## config.mk

```make
export PLATFORM = sky130hd
export DESIGN_NAME = sac_pin_ctrl
export DESIGN_NICKNAME = d
export VERILOG_FILES = /design/src/core/sac_pkg.sv /design/src/core/sac_fifo.sv /design/src/core/sac_start_arm.sv /design/src/core/sac_pin_ctrl.sv
export SDC_FILE = /design/constraint.sdc
export NUM_CORES = 1
export LEC_CHECK = 0
export ABC_AREA = 1
export BUFFER_PORTS_ARGS = -buffer_cell sky130_fd_sc_hd__buf_2
export CORE_MARGIN = 3
export CORE_UTILIZATION = 30
export CTS_CLUSTER_DIAMETER = 100
export DETAILED_ROUTE_END_ITERATION = 8
export HOLD_SLACK_MARGIN = 0.02
export PLACE_DENSITY = 0.56
export SYNTH_ARGS = -nofsm -noshare
export SYNTH_HDL_FRONTEND = slang
export SYNTH_SLANG_ARGS = --single-unit
export TNS_END_PERCENT = 100
```

## constraint.sdc

```tcl
create_clock -name clk_sys -period 5.7 [get_ports clk_sys]
set_input_delay 0.855 -clock clk_sys [delete_from_list [all_inputs] [get_ports clk_sys]]
set_output_delay 0.855 -clock clk_sys [all_outputs]
set_load 0.02 [all_outputs]
```

## src/core/sac_pkg.sv

```systemverilog
// Constants shared by the converter pin-control block and its helpers.
// Assumes one 125 MHz clock and a synchronous active-low reset.
package sac_pkg;

  // Bus and stream geometry
  localparam int DATA_W     = 16;
  localparam int FIFO_DEPTH = 16;
  localparam int PAIR_N     = 3;

  // Data line positions with a special role
  localparam int POS_SERIAL_C   = 10;
  localparam int POS_REFBUF     = 14;
  localparam int POS_BYTE_ORDER = 7;
  localparam int BYTE_HI_LSB    = 8;

  // Control register layout: pair selects and pair ranges
  localparam int CTRL_SEL_LSB = 13;
  localparam int CTRL_RNG_LSB = 10;

  // Reset values
  localparam logic [DATA_W-1:0] CTRL_RST   = 16'h0000;
  localparam logic [DATA_W-1:0] DOUT_RST   = 16'h0000;
  localparam logic [PAIR_N-1:0] RANGE_RST  = 3'h0;

  // Resolution variants
  localparam int RES_FULL = 16;
  localparam int RES_MID  = 14;
  localparam int RES_LOW  = 12;

  // Host reset pulse, used by the host model to time the device reset
  localparam int CLK_PERIOD_NS   = 8;
  localparam int RESET_PULSE_NS  = 100;
  localparam int RESET_PULSE_CYC = (RESET_PULSE_NS + CLK_PERIOD_NS - 1) / CLK_PERIOD_NS;

  // Byte-read phase
  typedef enum logic [1:0] {
    SAC_RD_IDLE   = 2'b00,
    SAC_RD_FIRST  = 2'b01,
    SAC_RD_GAP    = 2'b10,
    SAC_RD_SECOND = 2'b11
  } sac_rd_state_type;

endpackage

```

## src/core/sac_fifo.sv

```systemverilog
// Result buffer between converter core and parallel read port.
// Assumes single clock; flush has priority over push and pop.
`timescale 1ns/100ps
module sac_fifo #(
  parameter int WIDTH = 16,
  parameter int DEPTH = 16
) (
  input  wire logic             clk_sys,
  input  wire logic             rstn,
  input  wire logic             flush,
  input  wire logic             in_valid,
  output logic                  in_ready,
  input  wire logic [WIDTH-1:0] in_data,
  output logic                  out_valid,
  input  wire logic             out_ready,
  output logic      [WIDTH-1:0] out_data
);
  localparam int AW = $clog2(DEPTH);

  logic [WIDTH-1:0] mem_reg [DEPTH];
  logic [AW-1:0]    wr_ptr_reg;
  logic [AW-1:0]    rd_ptr_reg;
  logic [AW:0]      count_reg;
  logic             push;
  logic             pop;

  assign push      = in_valid && in_ready;
  assign pop       = out_valid && out_ready;
  assign in_ready  = (count_reg != (AW+1)'(DEPTH));
  assign out_valid = (count_reg != '0);
  assign out_data  = mem_reg[rd_ptr_reg];

  // Storage has no reset; only pointers and fill level carry state
  always_ff @(posedge clk_sys) begin
    if (push) begin
      mem_reg[wr_ptr_reg] <= in_data;
    end
  end

  // Pointers and fill level
  always_ff @(posedge clk_sys) begin
    if (!rstn || flush) begin
      wr_ptr_reg <= '0;
      rd_ptr_reg <= '0;
      count_reg  <= '0;
    end else begin
      if (push) begin
        wr_ptr_reg <= wr_ptr_reg + 1'b1;
      end
      if (pop) begin
        rd_ptr_reg <= rd_ptr_reg + 1'b1;
      end
      case ({push, pop})
        2'b10:   count_reg <= count_reg + 1'b1;
        2'b01:   count_reg <= count_reg - 1'b1;
        default: count_reg <= count_reg;
      endcase
    end
  end
endmodule

```

## src/core/sac_start_arm.sv

```systemverilog
// Conversion-start edge detector for one converter pair.
// Assumes the start pin is synchronous to clk_sys.
`timescale 1ns/100ps
module sac_start_arm (
  input  wire logic clk_sys,
  input  wire logic rstn,
  input  wire logic chip_reset,
  input  wire logic start_pin,
  output logic      start_pulse
);
  logic prev_reg;
  logic block_reg;

  // A pin held low through chip reset must rise and fall once before a rise starts a conversion
  always_ff @(posedge clk_sys) begin
    if (!rstn) begin
      prev_reg  <= 1'b1;
      block_reg <= 1'b0;
    end else if (chip_reset) begin
      prev_reg  <= start_pin;
      block_reg <= !start_pin;
    end else begin
      prev_reg <= start_pin;
      if (prev_reg && !start_pin) begin
        block_reg <= 1'b0;
      end
    end
  end

  assign start_pulse = !chip_reset && !block_reg && !prev_reg && start_pin;
endmodule

```

## src/core/sac_pin_ctrl.sv

```systemverilog
// Host pin control of a six-channel simultaneous-sampling converter.
// Assumes every pin input is synchronous to clk_sys and that the
// analog core reports busy and hands over results on a valid/ready stream.
`timescale 1ns/100ps
module sac_pin_ctrl
  import sac_pkg::*;
#(
  parameter int RESOLUTION = RES_FULL
) (
  input  wire logic              clk_sys,
  input  wire logic              rstn,
  input  wire logic              chip_reset,
  input  wire logic              serial_parallel_select,
  input  wire logic              hw_sw_select,
  input  wire logic              word_byte,
  input  wire logic              standby_n,
  input  wire logic              range_pin,
  input  wire logic              conversion_start_pair_a,
  input  wire logic              conversion_start_pair_b,
  input  wire logic              conversion_start_pair_c,
  input  wire logic              cs_n,
  input  wire logic              rd_n,
  input  wire logic              wr_n,
  input  wire logic [DATA_W-1:0] db_in,
  output logic      [DATA_W-1:0] db_out,
  output logic      [DATA_W-1:0] db_oe,
  input  wire logic              serial_select_c,
  input  wire logic              serial_data_c,
  input  wire logic              core_busy,
  input  wire logic              result_valid,
  input  wire logic [DATA_W-1:0] result_data,
  output logic                   result_ready,
  output logic                   busy,
  output logic      [PAIR_N-1:0] pair_start,
  output logic      [PAIR_N-1:0] pair_range,
  output logic                   conversion_abort,
  output logic                   converters_standby_n,
  output logic                   reference_buffer_control,
  output logic      [DATA_W-1:0] control_value
);

  // Leading zero mask for reduced-resolution parts
  localparam logic [DATA_W-1:0] RES_MASK = 16'hFFFF >> (DATA_W - RESOLUTION);

  logic [DATA_W-1:0]  ctrl_reg;
  logic [DATA_W-1:0]  wr_hold_reg;
  logic               wr_act_prev_reg;
  logic               rd_act_prev_reg;
  logic               busy_prev_reg;
  logic               range_hw_reg;
  logic [PAIR_N-1:0]  start_reg;
  logic               abort_reg;
  logic               standby_n_reg;
  logic               refbuf_reg;
  logic               ready_reg;
  logic [DATA_W-1:0]  dout_reg;
  logic [DATA_W-1:0]  doe_reg;
  logic [DATA_W-1:0]  first_byte_word_reg;
  sac_rd_state_type   rd_state_reg;
  sac_rd_state_type   rd_state_next;

  logic               par_mode;
  logic               sw_mode;
  logic               byte_mode;
  logic               rd_act;
  logic               wr_act;
  logic               rd_begin;
  logic               rd_end;
  logic [PAIR_N-1:0]  pin_vec;
  logic [PAIR_N-1:0]  edge_vec;
  logic [PAIR_N-1:0]  start_next;
  logic               fifo_in_ready;
  logic               fifo_out_valid;
  logic               fifo_pop;
  logic [DATA_W-1:0]  fifo_data;
  logic [DATA_W-1:0]  head_word;

  // Mode decode; word/byte is ignored in serial mode, where the host grounds it
  assign par_mode  = !serial_parallel_select;
  assign sw_mode   = hw_sw_select;
  assign byte_mode = par_mode && word_byte;
  assign rd_act    = par_mode && !cs_n && !rd_n;
  assign wr_act    = par_mode && !cs_n && !wr_n;
  assign rd_begin  = rd_act && !rd_act_prev_reg;
  assign rd_end    = !rd_act && rd_act_prev_reg;

  // Head of the buffer with top bits forced low; zero when nothing is buffered
  assign head_word = fifo_out_valid ? (fifo_data & RES_MASK) : DOUT_RST;

  assign pin_vec = {conversion_start_pair_c, conversion_start_pair_b,
                    conversion_start_pair_a};

  // Per-pair start edge detectors
  genvar gi;
  generate
    for (gi = 0; gi < PAIR_N; gi++) begin : g_pair
      sac_start_arm u_arm (
        .clk_sys     (clk_sys),
        .rstn        (rstn),
        .chip_reset  (chip_reset),
        .start_pin   (pin_vec[gi]),
        .start_pulse (edge_vec[gi])
      );
    end
  endgenerate

  // Pair selection: pins in hardware mode, register plus pair A pin in software mode
  always_comb begin
    start_next = '0;
    if (!standby_n) begin
      start_next = '0;
    end else if (sw_mode) begin
      start_next = edge_vec[0] ? ctrl_reg[CTRL_SEL_LSB +: PAIR_N] : '0;
    end else begin
      start_next = edge_vec;
    end
  end

  // Start pulses to the analog core, one cycle each
  always_ff @(posedge clk_sys) begin
    if (!rstn) begin
      start_reg <= '0;
    end else begin
      start_reg <= start_next;
    end
  end

  // Abort while chip reset is held in software mode
  always_ff @(posedge clk_sys) begin
    if (!rstn) begin
      abort_reg <= 1'b0;
    end else begin
      abort_reg <= chip_reset && sw_mode;
    end
  end

  // Standby follows the pin; it only parks the core, the host port stays alive
  always_ff @(posedge clk_sys) begin
    if (!rstn) begin
      standby_n_reg <= 1'b1;
    end else begin
      standby_n_reg <= standby_n;
    end
  end

  // Serial mode lends line fourteen to the reference buffer enable
  always_ff @(posedge clk_sys) begin
    if (!rstn) begin
      refbuf_reg <= 1'b1;
    end else if (!par_mode) begin
      refbuf_reg <= db_in[POS_REFBUF];
    end else begin
      refbuf_reg <= 1'b1;
    end
  end

  // Write strobe: sample data while held, commit on release
  always_ff @(posedge clk_sys) begin
    if (!rstn) begin
      wr_act_prev_reg <= 1'b0;
      wr_hold_reg     <= CTRL_RST;
    end else begin
      wr_act_prev_reg <= wr_act;
      if (wr_act) begin
        wr_hold_reg <= db_in;
      end
    end
  end

  // Control register; chip reset wins over a write ending in the same cycle
  always_ff @(posedge clk_sys) begin
    if (!rstn) begin
      ctrl_reg <= CTRL_RST;
    end else if (chip_reset && sw_mode) begin
      ctrl_reg <= CTRL_RST;
    end else if (!wr_act && wr_act_prev_reg && !chip_reset) begin
      ctrl_reg <= wr_hold_reg;
    end
  end

  // Busy mirror and its previous level for fall detection
  always_ff @(posedge clk_sys) begin
    if (!rstn) begin
      busy_prev_reg <= 1'b0;
    end else begin
      busy_prev_reg <= core_busy;
    end
  end

  // Hardware range: taken from the pin at reset and at each busy fall
  always_ff @(posedge clk_sys) begin
    if (!rstn) begin
      range_hw_reg <= 1'b0;
    end else if (chip_reset && !sw_mode) begin
      range_hw_reg <= range_pin;
    end else if (busy_prev_reg && !core_busy) begin
      range_hw_reg <= range_pin;
    end
  end

  // Range per pair: one means the narrower two-times span
  always_ff @(posedge clk_sys) begin
    if (!rstn) begin
      pair_range <= RANGE_RST;
    end else if (sw_mode) begin
      pair_range <= ctrl_reg[CTRL_RNG_LSB +: PAIR_N];
    end else begin
      pair_range <= {PAIR_N{range_hw_reg}};
    end
  end

  // Byte-read sequencing: first read shows one byte, second shows the other
  always_comb begin
    rd_state_next = rd_state_reg;
    case (rd_state_reg)
      SAC_RD_IDLE: begin
        if (rd_begin && byte_mode) begin
          rd_state_next = SAC_RD_FIRST;
        end
      end
      SAC_RD_FIRST: begin
        if (rd_end) begin
          rd_state_next = SAC_RD_GAP;
        end
      end
      SAC_RD_GAP: begin
        if (rd_begin) begin
          rd_state_next = SAC_RD_SECOND;
        end else if (!byte_mode) begin
          rd_state_next = SAC_RD_IDLE;
        end
      end
      SAC_RD_SECOND: begin
        if (rd_end) begin
          rd_state_next = SAC_RD_IDLE;
        end
      end
      default: rd_state_next = SAC_RD_IDLE;
    endcase
  end

  // Read state and strobe history; chip reset drops a half-read word
  always_ff @(posedge clk_sys) begin
    if (!rstn || chip_reset) begin
      rd_state_reg    <= SAC_RD_IDLE;
      rd_act_prev_reg <= 1'b0;
    end else begin
      rd_state_reg    <= rd_state_next;
      rd_act_prev_reg <= rd_act;
    end
  end

  // Word leaves the buffer once fully read: word read end or second byte end
  assign fifo_pop = rd_end && ((rd_state_reg == SAC_RD_SECOND) ||
                               (rd_state_reg == SAC_RD_IDLE));

  // Word latched at the first byte so both bytes come from one result
  always_ff @(posedge clk_sys) begin
    if (!rstn) begin
      first_byte_word_reg <= DOUT_RST;
    end else if (rd_begin && rd_state_reg == SAC_RD_IDLE) begin
      first_byte_word_reg <= head_word;
    end
  end

  // Data line drive and enables
  always_ff @(posedge clk_sys) begin
    if (!rstn) begin
      dout_reg <= DOUT_RST;
      doe_reg  <= '0;
    end else if (!par_mode) begin
      dout_reg               <= DOUT_RST;
      doe_reg                <= '0;
      dout_reg[POS_SERIAL_C] <= serial_data_c;
      doe_reg[POS_SERIAL_C]  <= serial_select_c;
    end else if (rd_act && !byte_mode) begin
      dout_reg <= rd_begin ? head_word : dout_reg;
      doe_reg  <= 16'hFFFF;
    end else if (rd_act) begin
      // Upper lines only; line seven stays an input for byte order
      doe_reg <= 16'hFF00;
      if (rd_begin) begin
        if ((rd_state_reg == SAC_RD_IDLE) == db_in[POS_BYTE_ORDER]) begin
          dout_reg <= {(rd_state_reg == SAC_RD_IDLE ? head_word[15:8]
                        : first_byte_word_reg[15:8]), 8'h00};
        end else begin
          dout_reg <= {(rd_state_reg == SAC_RD_IDLE ? head_word[7:0]
                        : first_byte_word_reg[7:0]), 8'h00};
        end
      end
    end else begin
      doe_reg <= '0;
    end
  end

  // Back-pressure to the core is registered; no room is kept spare, so a word offered the cycle after the buffer fills is dropped
  always_ff @(posedge clk_sys) begin
    if (!rstn) begin
      ready_reg <= 1'b0;
    end else begin
      ready_reg <= fifo_in_ready;
    end
  end

  // Result buffer; flushed by chip reset so stale results are not read
  sac_fifo #(
    .WIDTH (DATA_W),
    .DEPTH (FIFO_DEPTH)
  ) u_fifo (
    .clk_sys   (clk_sys),
    .rstn      (rstn),
    .flush     (chip_reset),
    .in_valid  (result_valid && ready_reg),
    .in_ready  (fifo_in_ready),
    .in_data   (result_data),
    .out_valid (fifo_out_valid),
    .out_ready (fifo_pop),
    .out_data  (fifo_data)
  );

  // Busy shown to the host
  always_ff @(posedge clk_sys) begin
    if (!rstn) begin
      busy <= 1'b0;
    end else begin
      busy <= core_busy;
    end
  end

  // Output mirrors
  always_ff @(posedge clk_sys) begin
    if (!rstn) begin
      control_value <= CTRL_RST;
    end else begin
      control_value <= ctrl_reg;
    end
  end

  assign db_out                   = dout_reg;
  assign db_oe                    = doe_reg;
  assign result_ready             = ready_reg;
  assign pair_start               = start_reg;
  assign conversion_abort         = abort_reg;
  assign converters_standby_n     = standby_n_reg;
  assign reference_buffer_control = refbuf_reg;

endmodule

```

==> results of run 1 <==
## synth_stat cells (all sizes together), types with 12 or more instances
cell and number:
a21oi 51, buf 67, clkbuf 22, dfxtp 122
edfxtp 256, ha 12, inv 65, nand2 310
nand3 150, nor2 168, o21ai 134, o221ai 18
## routing by layer
metal | track usage | vias up
met5 | 0 | -
met4 | 0.05094 | 4
met3 | 0.02456 | 78
met2 | 0.2258 | 272
met1 | 0.1871 | 5042
li1 | - | 5045
## worst max-delay path, stage by stage (launching register included)
cell	delay, ps
sky130_fd_sc_hd__dfxtp_4	800
sky130_fd_sc_hd__clkinv_2	1010
sky130_fd_sc_hd__buf_4	570
sky130_fd_sc_hd__nand2_1	100
sky130_fd_sc_hd__nand3_1	70
sky130_fd_sc_hd__nand3_1	130
sky130_fd_sc_hd__nand2_1	80
sky130_fd_sc_hd__nand2_1	60
sky130_fd_sc_hd__nand2_1	130
sky130_fd_sc_hd__nand2_1	120
sky130_fd_sc_hd__nand2_1	70
sky130_fd_sc_hd__nand2_1	90
sky130_fd_sc_hd__nand2_1	50
sky130_fd_sc_hd__a21oi_1	150
sky130_fd_sc_hd__nor2_1	50
## power groups by stage
stage | Clock, mW | Combinational [mW] | Sequential (mW)
after floorplan | 0 | 0.0996 | 3.03
final | 2.37 | 0.190 | 2.97
after CTS | 2.43 | 0.192 | 2.97
after global placement | 0 | 0.189 | 3.03
after global routing | 2.53 | 0.215 | 2.97
after detailed placement | 0 | 0.191 | 3.03
## placed cells by master, fill, tap and decap left out, types with 2 or more instances in the layout
cell	instances
sky130_fd_sc_hd__clkbuf_16	39
sky130_fd_sc_hd__clkbuf_1	15
sky130_fd_sc_hd__clkbuf_8	4
sky130_fd_sc_hd__nor3_1	9
sky130_fd_sc_hd__nor2_1	145
sky130_fd_sc_hd__edfxtp_1	256
sky130_fd_sc_hd__o211ai_1	6
sky130_fd_sc_hd__buf_2	109
sky130_fd_sc_hd__inv_1	61
sky130_fd_sc_hd__nand2_2	2
sky130_fd_sc_hd__nand3_2	4
sky130_fd_sc_hd__o21ai_0	117
sky130_fd_sc_hd__clkinv_1	5
sky130_fd_sc_hd__nor2_4	4
sky130_fd_sc_hd__clkinv_8	2
sky130_fd_sc_hd__o221ai_1	18
sky130_fd_sc_hd__nand4_1	2
sky130_fd_sc_hd__ha_1	12
sky130_fd_sc_hd__o21ai_1	15
sky130_fd_sc_hd__xor2_1	5
sky130_fd_sc_hd__buf_4	19
sky130_fd_sc_hd__nand3_1	146
sky130_fd_sc_hd__a21oi_1	50
sky130_fd_sc_hd__nand2_1	308
sky130_fd_sc_hd__nor2_2	19
sky130_fd_sc_hd__a31oi_1	5
sky130_fd_sc_hd__inv_2	3
sky130_fd_sc_hd__dfxtp_1	120
sky130_fd_sc_hd__o22ai_1	9
sky130_fd_sc_hd__o21ai_2	2
## path summary, 6_finish.rpt
path,cells after the start,from,endpoint,slack [ps]
setup / recovery,14,register,db_out[12]$_SDFFE_PP0P_,2030
hold / removal,2,ctrl_reg[3]$_SDFFE_PP0P_,control_value[3]$_SDFF_PN0_,420
setup reg to reg,14,register,db_out[12]$_SDFFE_PP0P_,2030
hold reg to reg,2,ctrl_reg[3]$_SDFFE_PP0P_,control_value[3]$_SDFF_PN0_,420
## cell families after synthesis
logic type / after synthesis / synth area share
xor+xnor: 6 / 0.003471
buf+inv: 156 / 0.05561
fa+ha+maj: 12 / 0.009916
flops: 378 / 0.6690
simple gates: 643 / 0.1780
compound gates: 228 / 0.08396
## metrics by stage
step           power [mW]  hold slack [ps]  setup WS (ps)  cell area (um2)  cells
4_1_cts             5.589            424.9           1894            17290   2191
3_3_place_gp        3.215            410.9           1442            16110   2125
3_5_place_dp        3.218            417.2           1334            16110   2125
5_1_grt             5.718            441.5           1660            17290   2193
2_1_floorplan       3.132            404.0           3221            15140   1423
6_report            5.529            420.8           2031            17290   2193
## area by class of cell
class / count / area share
Antenna cell: 1 / 0.0001447
Multi-Input combinational cell: 889 / 0.2434
Tap cell: 664 / 0.04804
Clock buffer: 59 / 0.06317
Timing Repair Buffer: 128 / 0.03979
Inverter: 67 / 0.01462
Clock inverter: 7 / 0.004775
Sequential cell: 378 / 0.5861
==> results_dict.tcl, run 1 <==
set metrics [dict create \
    antenna_violations_before_repair 3 \
    mappedNetlistArea_um2 15140 \
    floorplan.die.width_um 230.7 \
    hold_path.class "reg -> reg" \
    max_fclk_ghz 0.2726 \
    synth-seq-area-share 0.6690 \
    largest_register_ff_count 256 \
    share_of_cells_above_drive_strength_1 0.1414 \
    filler_cell_count 4886 \
    yosys_synthesis_warning_count 0 \
    synthTopCellsByArea "sky130_fd_sc_hd__edfxtp_1, sky130_fd_sc_hd__dfxtp_1, sky130_fd_sc_hd__nand2_1, sky130_fd_sc_hd__nand3_1, sky130_fd_sc_hd__nor2_1" \
    drc 0 \
    regArea_um2 10130 \
    pwr-share-comb 0.034 \
    vias 10440 \
    switching_share 0.2089 \
    outcome "finished, final reports clean" \
    worstSetupEndpointType "register" \
    route.final.wire_length_um 37730 \
    maximum_number_of_pins_on_one_net_before_global_route_repair 75 \
    grt_remaining_overflow 0 \
    ys_async_sr_fraction 0 \
    syn-num-nets 1485 \
    number_of_enable_type_register_cells_in_the_synthesized_netlist 256 \
    setup_viol 0 \
    cellPowerDensity_nw_per_um2 319.7 \
    met3RoutedLength_um 2095 \
    timing.max_cap.violations 0 \
    count_of_hold_fix_buffers_inserted_at_cts 0 \
    via_per_inst 4.761 \
    dominantRegCellSynth "sky130_fd_sc_hd__edfxtp_1" \
    distinct_cell_type_count_of_the_synthesized_netlist 40 \
    cts_num_sinks 378 \
    postSynthRegisterBits 378 \
    finalWorstPathRequiredPeriod_ps 3669 \
    cts.path.max_buffers 3 \
    initial_drc_count 925 \
    portBuffers 108 \
    chipHeight_um 230.7 \
    grt_pass1_wl_um 57980 \
    insertion_delay_of_the_later_clocked_pin_in_the_worst_skew_pair_ps 540 \
    clk_transition_reported_paths_ps 60 \
    routed_wl_per_cell_um 17.21 \
    gpl.final_weighted_congestion 0.8151 \
    floorplan.initialDensity 0.3068 \
    final_hold_viol_count 0 \
    power.leakage_nw 6.550 \
    period_share 0.6436 \
    postCtsSetupRepairBufs 0 \
    synthesis.instances 1423 \
    place_hpwl_um 22660 \
    core_area_um2 49360 \
    first_global_vias 9813 \
    cts_tree "yes" \
    pwr-share-seq 0.537 \
    cts_htree_levels 2 \
    power.share.clock 0.429 \
    cts_resized 0 \
    cts_buffers 39 \
    critPathRequiredTime_ps 6120 \
    critPathLaunchType "register" \
    area_share_of_the_largest_cell_type_after_synthesis 0.5077 \
    ir_drop_v 0.0001736 \
    setup_tns_ps 0 \
    detail-route-antenna-nets 0 \
    timing.setup.critical_path_class "reg -> reg" \
    p_int_mw 4.374 \
    utilization 0.3504 \
    ctsRootBufferMaster "sky130_fd_sc_hd__clkbuf_16" \
    detailedRoute.firstPassIterationCount 5 \
    layout-area-overhead-vs-synth_pct 14.21 \
    grt_setup_unrepaired "false" \
    path_max_fanout 74 \
    detailroute.wirelength.met2_um 17690 \
    multi_input_gate_area_um2 4209 \
    dieArea_um2 53200 \
    synth_area_leader_cell "sky130_fd_sc_hd__edfxtp_1" \
    worst_slew_pin_slew_ps 1248 \
    net-switching-power_mw 1.155 \
    floorplan.io_pins 109 \
    finalClockSkew_ps 15.84 \
    grt.total_usage 0.1391 \
    top_layer_used "met5" \
    layout_nets 1565 \
    standard_cell_row_count 81 \
    relSlewSlack 0.1670 \
    met1_length_um 16660 \
    drv_slew 0 \
    post_synth.cell_area_avg_um2 10.64 \
    timing.critical_path.arrival_ps 4090 \
]
Note: power is estimated with default switching activity, not from simulation.
==> inputs of run 2 (changes only) <==
==> constraint.sdc (replaced) <==
create_clock -name clk_sys -period 3.6 [get_ports clk_sys]
set_input_delay 0.54 -clock clk_sys [delete_from_list [all_inputs] [get_ports clk_sys]]
set_output_delay 0.54 -clock clk_sys [all_outputs]
set_load 0.02 [all_outputs]
==> run 2 against run 1 <==
Compared with the run above:
- combinational power increased by 58%
- register-to-register slack lost 850 ps
- design area is 0.28% higher
- clock skew decreased by 7.4 ps
- sequential share of layout area shrank 0.16 points
- die area stayed put
- hold slack worse by 190 ps
- first-iteration DRC count fell by 18%
- sequential power increased by 58%
- critical path depth grew 2
- via count is 1.0% lower
- largest power group unchanged
==> results_dict.tcl, run 2 (synthesized netlist as in run 1, its figures left out) <==
set metrics [dict create \
    outcome "finished, final reports clean" \
    cellPowerDensity_nw_per_um2 502.8 \
    ir_drop_v 0.0003339 \
    portBuffers 108 \
    floorplan.initialDensity 0.3068 \
    cts_htree_levels 2 \
    via_per_inst 4.707 \
    setup_tns_ps 0 \
    critPathLaunchType "register" \
    cts_resized 0 \
    worst_slew_pin_slew_ps 1120 \
    maximum_number_of_pins_on_one_net_before_global_route_repair 104 \
    pwr-share-comb 0.034 \
    postCtsSetupRepairBufs 0 \
    crit_chain "inv_1 > ha_1 > inv_1 > nand3_2 > nor2_4 > ha_1 > xor2_1 > ha_1 > inv_1 > nand2_2 > nand3_2 > nand2_1 > nand2_1 > nand2_1 > nand2_1 > a21oi_2" \
    finalWorstPathRequiredPeriod_ps 2418 \
    detailedRoute.firstPassIterationCount 5 \
    mostFrequentLayoutCell "sky130_fd_sc_hd__nand2_1" \
    drc 0 \
    setup_viol 0 \
    dieArea_um2 53200 \
    clk_transition_reported_paths_ps 60 \
    detail-route-antenna-nets 0 \
    max_fclk_ghz 0.4135 \
    finalClockSkew_ps 8.412 \
    share_of_cells_above_drive_strength_1 0.1463 \
    ctsRootBufferMaster "sky130_fd_sc_hd__clkbuf_16" \
    floorplan.io_pins 109 \
    pwr-share-seq 0.539 \
    vias 10340 \
    finish.cell_count_without_fillers 2196 \
    timing.critical_path.arrival_ps 2860 \
    final_cell_mix "sky130_fd_sc_hd__nand2_1, sky130_fd_sc_hd__edfxtp_1, sky130_fd_sc_hd__nand3_1" \
    gpl.final_weighted_congestion 0.8005 \
    grt_remaining_overflow 0 \
    antenna_violations_before_repair 3 \
    drv_slew 0 \
    fin_ws_ps 1182 \
    critical_path.slowest_cell "sky130_fd_sc_hd__dfxtp_1" \
    cts.path.max_buffers 3 \
    switching_share 0.2108 \
    worst_slack_on_hold_paths_ps 228.6 \
    worstSetupEndpointType "register" \
    post-route-cell-area_um2 17340 \
    power.leakage_nw 6.591 \
    timing.max_cap.violations 0 \
    period_share 0.6717 \
    post_place_instance_area_um2 16210 \
    cts_tree "yes" \
    cts_num_sinks 378 \
    place.detailed.instances 2133 \
    worstPathBufferInverterCount 3 \
    power.share.clock 0.427 \
    net-switching-power_mw 1.837 \
    grt.total_usage 0.1416 \
    chipHeight_um 230.7 \
    floorplan.die.width_um 230.7 \
    final_hold_viol_count 0 \
    cts_buffers 37 \
    dpl_worst_slack_ps 1027 \
    relSlewSlack 0.2531 \
    count_of_hold_fix_buffers_inserted_at_cts 0 \
    critPathMostFrequentCell "sky130_fd_sc_hd__nand2_1" \
    place_hpwl_um 22290 \
    hold_path.class "in -> reg" \
    critPathRequiredTime_ps 4050 \
    initial_drc_count 756 \
    timing.setup.critical_path_class "reg -> reg" \
    p_int_mw 6.881 \
    critical_path.max_stage_delay_ps 380 \
    path_max_fanout 8 \
    standard_cell_row_count 81 \
    layout_nets 1570 \
    layout-area-overhead-vs-synth_pct 14.53 \
    insertion_delay_of_the_later_clocked_pin_in_the_worst_skew_pair_ps 530 \
    core_area_um2 49360 \
    grt_pass1_wl_um 58860 \
    route.final.wire_length_um 38300 \
    path_delay_family "adder cells" \
    routed_wl_per_cell_um 17.44 \
    largest_register_ff_count 256 \
    grt_setup_unrepaired "false" \
    first_global_vias 10040 \
]
[run 2: cell count changes in the layout (fill, tap and decap cells not counted), moves of 3 or more]
cell	change
sky130_fd_sc_hd__clkbuf_8	-3
sky130_fd_sc_hd__clkinv_2	+5
sky130_fd_sc_hd__buf_12	+3
sky130_fd_sc_hd__inv_6	+3
sky130_fd_sc_hd__buf_4	+5
sky130_fd_sc_hd__clkinv_1	+4
sky130_fd_sc_hd__clkbuf_1	-9
[run 2: routing by layer]
layer	routed length, um	GRT usage	vias to the layer above
li1	-	-	5059
met1	16620	0.1805	5017
met2	19290	0.2492	208
met3	1768	0.02530	48
met4	588	0.03525	4
met5	28	0	-
[run 2: power groups by stage]
stage / Clock, mW / Combinational, mW / Sequential, mW
after floorplan: 0 / 0.158 / 4.80
after global placement: 0 / 0.296 / 4.79
after detailed placement: 0 / 0.303 / 4.79
after CTS: 3.80 / 0.304 / 4.70
after global routing: 3.96 / 0.340 / 4.70
final: 3.72 / 0.300 / 4.70
[run 2: worst reg2reg max path, cell delays in order, from the launching register on]
cell	delay [ps]
sky130_fd_sc_hd__dfxtp_1	380
sky130_fd_sc_hd__inv_1	90
sky130_fd_sc_hd__ha_1	270
sky130_fd_sc_hd__inv_1	60
sky130_fd_sc_hd__nand3_2	90
sky130_fd_sc_hd__nor2_4	190
sky130_fd_sc_hd__ha_1	300
sky130_fd_sc_hd__xor2_1	230
sky130_fd_sc_hd__ha_1	180
sky130_fd_sc_hd__inv_1	50
sky130_fd_sc_hd__nand2_2	90
sky130_fd_sc_hd__nand3_2	80
sky130_fd_sc_hd__nand2_1	80
sky130_fd_sc_hd__nand2_1	50
sky130_fd_sc_hd__nand2_1	50
sky130_fd_sc_hd__nand2_1	60
sky130_fd_sc_hd__a21oi_2	100
[run 2: final cells by class]
class	instances	area (um2)
Antenna cell	1	2.502
Tap cell	664	830.8
Inverter	67	252.7
Fill cell	4947	32020
Clock buffer	44	962.2
Timing Repair Buffer	135	780.7
Multi-Input combinational cell	889	4209
Sequential cell	378	10130
Clock inverter	18	167.7
[run 2: path summary, 6_finish.rpt]
kind,from,endpoint,slack (ps),depth (start not counted)
max reg2reg,rd_state_reg[1]$_SDFFE_PP0P_,u_fifo.count_reg[4]$_SDFFE_PP0P_,1180,16
min reg2reg,ctrl_reg[0]$_SDFFE_PP0P_,control_value[0]$_SDFF_PN0_,430,2
min,core_busy,busy$_SDFF_PN0_,230,3
max,rd_state_reg[1]$_SDFFE_PP0P_,u_fifo.count_reg[4]$_SDFFE_PP0P_,1180,16
[run 2: stage by stage]
| step | util | total power [mW] |
|---|---|---|
| CTS | 0.3513 | 8.800 |
| global route | 0.3513 | 9.003 |
| global placement | 0.3284 | 5.087 |
| floorplan | - | 4.959 |
| finish | 0.3513 | 8.718 |
| detailed placement | 0.3284 | 5.094 |
==> inputs of run 3 (changes only) <==
--- a/config.mk
+++ b/config.mk
@@ -5,14 +5,14 @@
 export SDC_FILE = /design/constraint.sdc
 export NUM_CORES = 1
 export LEC_CHECK = 0
-export ABC_AREA = 1
+export ABC_AREA = 0
 export BUFFER_PORTS_ARGS = -buffer_cell sky130_fd_sc_hd__buf_2
 export CORE_MARGIN = 3
 export CORE_UTILIZATION = 30
 export CTS_CLUSTER_DIAMETER = 100
 export DETAILED_ROUTE_END_ITERATION = 8
 export HOLD_SLACK_MARGIN = 0.02
-export PLACE_DENSITY = 0.56
+export PLACE_DENSITY = 0.58
 export SYNTH_ARGS = -nofsm -noshare
 export SYNTH_HDL_FRONTEND = slang
 export SYNTH_SLANG_ARGS = --single-unit
==> constraint.sdc (replaced) <==
create_clock -name clk_sys -period 2.05 [get_ports clk_sys]
set_input_delay 0.3075 -clock clk_sys [delete_from_list [all_inputs] [get_ports clk_sys]]
set_output_delay 0.3075 -clock clk_sys [all_outputs]
set_load 0.02 [all_outputs]
==> run 3 against run 2 <==
Compared with the run above:
- the run now ends with setup timing left
- combinational power rose by 93%
- fmax grew 6.1%
- highest routed layer is now met4
- wire length down 4.7%
- largest cell class unchanged
- critical path type unchanged
- die area is 2.5% lower
- sequential power is 75% higher
- sequential share of layout area decreased by 4.2 points
- cell count down 14%
- hold slack got worse by 180 ps
- utilization up 3.7 points
- area after synthesis fell by 2.6%
- synthesized cell count fell by 31%
- setup slack worse by 1400 ps
==> results_dict.tcl, run 3 <==
set metrics [dict create \
    outcome "complete, but fails checks" \
    failed_checks "setup timing" \
    path_max_fanout 3 \
    final_cell_mix "sky130_fd_sc_hd__edfxtp_1, sky130_fd_sc_hd__dfxtp_1, sky130_fd_sc_hd__buf_2" \
    post-route-cell-area_um2 18690 \
    share_of_cells_above_drive_strength_1 0.3390 \
    syn-num-nets 1049 \
    dominantRegCellSynth "sky130_fd_sc_hd__edfxtp_1" \
    floorplan.io_pins 109 \
    postSynthRegisterBits 378 \
    clk_transition_reported_paths_ps 60 \
    area_share_of_the_largest_cell_type_after_synthesis 0.5213 \
    cellPowerDensity_nw_per_um2 839.9 \
    cts_buffers 39 \
    timing.max_cap.violations 0 \
    insertion_delay_of_the_later_clocked_pin_in_the_worst_skew_pair_ps 540 \
    worst_slew_pin_slew_ps 704.2 \
    standard_cell_row_count 80 \
    synthesis.instances 987 \
    largest_register_ff_count 256 \
    grt_setup_unrepaired "true" \
    ctsRootBufferMaster "sky130_fd_sc_hd__clkbuf_16" \
    fin_ws_ps -228.3 \
    floorplan.initialDensity 0.3063 \
    distinct_cell_type_count_of_the_synthesized_netlist 53 \
    drc 0 \
    synthTopCellsByCount "sky130_fd_sc_hd__edfxtp_1, sky130_fd_sc_hd__dfxtp_1, sky130_fd_sc_hd__nand2_1" \
    routed_wl_per_cell_um 19.22 \
    mappedNetlistArea_um2 14750 \
    synth-seq-area-share 0.6869 \
    yosys_synthesis_warning_count 0 \
    final_hold_viol_count 0 \
    via_per_inst 4.763 \
    period_share 1.111 \
    detailedRoute.firstPassIterationCount 5 \
    vias 9041 \
    post_synth.cell_area_avg_um2 14.94 \
    hold_path.class "in -> reg" \
    setup_viol 2 \
    synthMostInstantiatedCell "sky130_fd_sc_hd__edfxtp_1" \
    timing.critical_path.arrival_ps 2750 \
    finalClockSkew_ps 21.49 \
    grt_remaining_overflow 0 \
    ys_async_sr_fraction 0 \
    antenna_violations_before_repair 1 \
    portBuffers 108 \
    dieArea_um2 51850 \
    finish.cell_count_without_fillers 1898 \
    dpl_worst_slack_ps -254.6 \
    gpl.final_weighted_congestion 0.7750 \
    critPathLaunchType "register" \
    layout_nets 1275 \
    power.leakage_nw 6.355 \
    max_fclk_ghz 0.4389 \
    critPathRequiredTime_ps 2520 \
    first_global_vias 9136 \
    grt_pass1_wl_um 55610 \
    floorplan.die.width_um 227.7 \
    cts_num_sinks 378 \
    synthTopCellsByArea "sky130_fd_sc_hd__edfxtp_1, sky130_fd_sc_hd__dfxtp_1, sky130_fd_sc_hd__mux4_2, sky130_fd_sc_hd__mux2i_1, sky130_fd_sc_hd__nand2_1" \
    rrSetupSlack_ps -230 \
    relSlewSlack 0.5239 \
    finalWorstPathRequiredPeriod_ps 2278 \
    timing.setup.critical_path_class "reg -> reg" \
    synth_area_leader_cell "sky130_fd_sc_hd__edfxtp_1" \
    initial_drc_count 713 \
    cts.path.max_buffers 3 \
    place.detailed.instances 1802 \
    antennaDiodeCount 0 \
    drv_slew 0 \
    route.final.wire_length_um 36490 \
    ir_drop_v 0.0006767 \
    cts_tree "yes" \
    layout-area-overhead-vs-synth_pct 26.76 \
    post_place_instance_area_um2 16980 \
    mostFrequentLayoutCell "sky130_fd_sc_hd__edfxtp_1" \
    number_of_enable_type_register_cells_in_the_synthesized_netlist 256 \
    place_hpwl_um 24100 \
    maximum_number_of_pins_on_one_net_before_global_route_repair 32 \
    grt.total_usage 0.1373 \
    detail-route-antenna-nets 0 \
    chipHeight_um 227.7 \
    core_area_um2 48150 \
    worstSetupEndpointType "register" \
    cts_htree_levels 2 \
]
run 3: changes by cell type after synthesis, moves of 18 or more:
cell and change:
sky130_fd_sc_hd__inv_1 -46, sky130_fd_sc_hd__mux2i_1 +36, sky130_fd_sc_hd__o21ai_0 -90, sky130_fd_sc_hd__nor2_1 -90
sky130_fd_sc_hd__mux4_2 +64, sky130_fd_sc_hd__nand2_1 -212, sky130_fd_sc_hd__nand3_1 -143, sky130_fd_sc_hd__and2_1 +19
sky130_fd_sc_hd__o221ai_1 -18
run 3: report_power, final:
part	leakage [nW]	internal, mW	switching, mW
sequential	3.30	8.19	0.0299
combinational	2.46	0.222	0.355
clock	0.599	3.98	2.92
run 3: layer usage:
layer  routed length (um)  global-route usage  vias to the layer above
met1                16550              0.1905                     4530
met4                  808             0.03971                        0
li1                     -                   -                     4173
met3                 2213             0.02745                       52
met2                16920              0.2194                      286
met5                    0                   0                        -
run 3: final timing paths:
check	start	endpoint	cells past startpoint
setup / recovery	u_fifo.count_reg[0]$_SDFFE_PP0P_	u_fifo.count_reg[2]$_SDFFE_PP0P_	12
hold / removal	db_in[0]	wr_hold_reg[0]$_SDFFE_PN0P_	3
setup reg to reg	u_fifo.count_reg[0]$_SDFFE_PP0P_	u_fifo.count_reg[2]$_SDFFE_PP0P_	12
hold reg to reg	ctrl_reg[2]$_SDFFE_PP0P_	ctrl_reg[2]$_SDFFE_PP0P_	2
run 3: cell type report:
class                      count  area (um2)
fill                        4436       29450
clock inverter                18       177.7
sequential                   378       10150
clock buffer                  52        1046
timing repair buffer         251        1947
inverter                      15       56.30
multi-input combinational    528        4498
tap                          656       820.8
run 3: cell families after synthesis:
group	Yosys count	synth area share
compound gates	153	0.06593
xor+xnor	8	0.004752
fa+ha+maj	12	0.01018
buf+inv	81	0.02825
flops	378	0.6869
mux	100	0.1222
simple gates	255	0.08179
run 3: worst max-delay path, cell delays in order, from the launching register on:
cell,delay [ps]
sky130_fd_sc_hd__dfxtp_2,330
sky130_fd_sc_hd__nor4_4,250
sky130_fd_sc_hd__buf_4,180
sky130_fd_sc_hd__a211oi_4,70
sky130_fd_sc_hd__ha_4,190
sky130_fd_sc_hd__xor2_2,140
sky130_fd_sc_hd__ha_2,210
sky130_fd_sc_hd__buf_6,130
sky130_fd_sc_hd__buf_4,130
sky130_fd_sc_hd__a21oi_2,140
sky130_fd_sc_hd__buf_4,120
sky130_fd_sc_hd__nand4_1,140
sky130_fd_sc_hd__a21oi_2,170
run 3: timing repair:
item | CTS | global route
pin swaps | 6 | 13
setup buffers | 6 | 3
endpoints found under the setup margin | 25 | 21
gates resized for setup | 15 | 27
gates cloned | 0 | 2
endpoints found under the hold margin | 19 | 0
hold buffers | 18 | 0
run 3: per-stage QoR:
step	utilization	TNS, ps	total power [mW]	hold slack [ps]
floorplan	-	-788.0	8.638	386.8
global placement	0.3527	-1937	8.898	439.0
detailed placement	0.3527	-2085	8.912	442.6
CTS	0.3844	-422.3	15.83	21.42
global route	0.3883	-782.0	16.25	32.26
finish	0.3883	-388.0	15.70	51.70
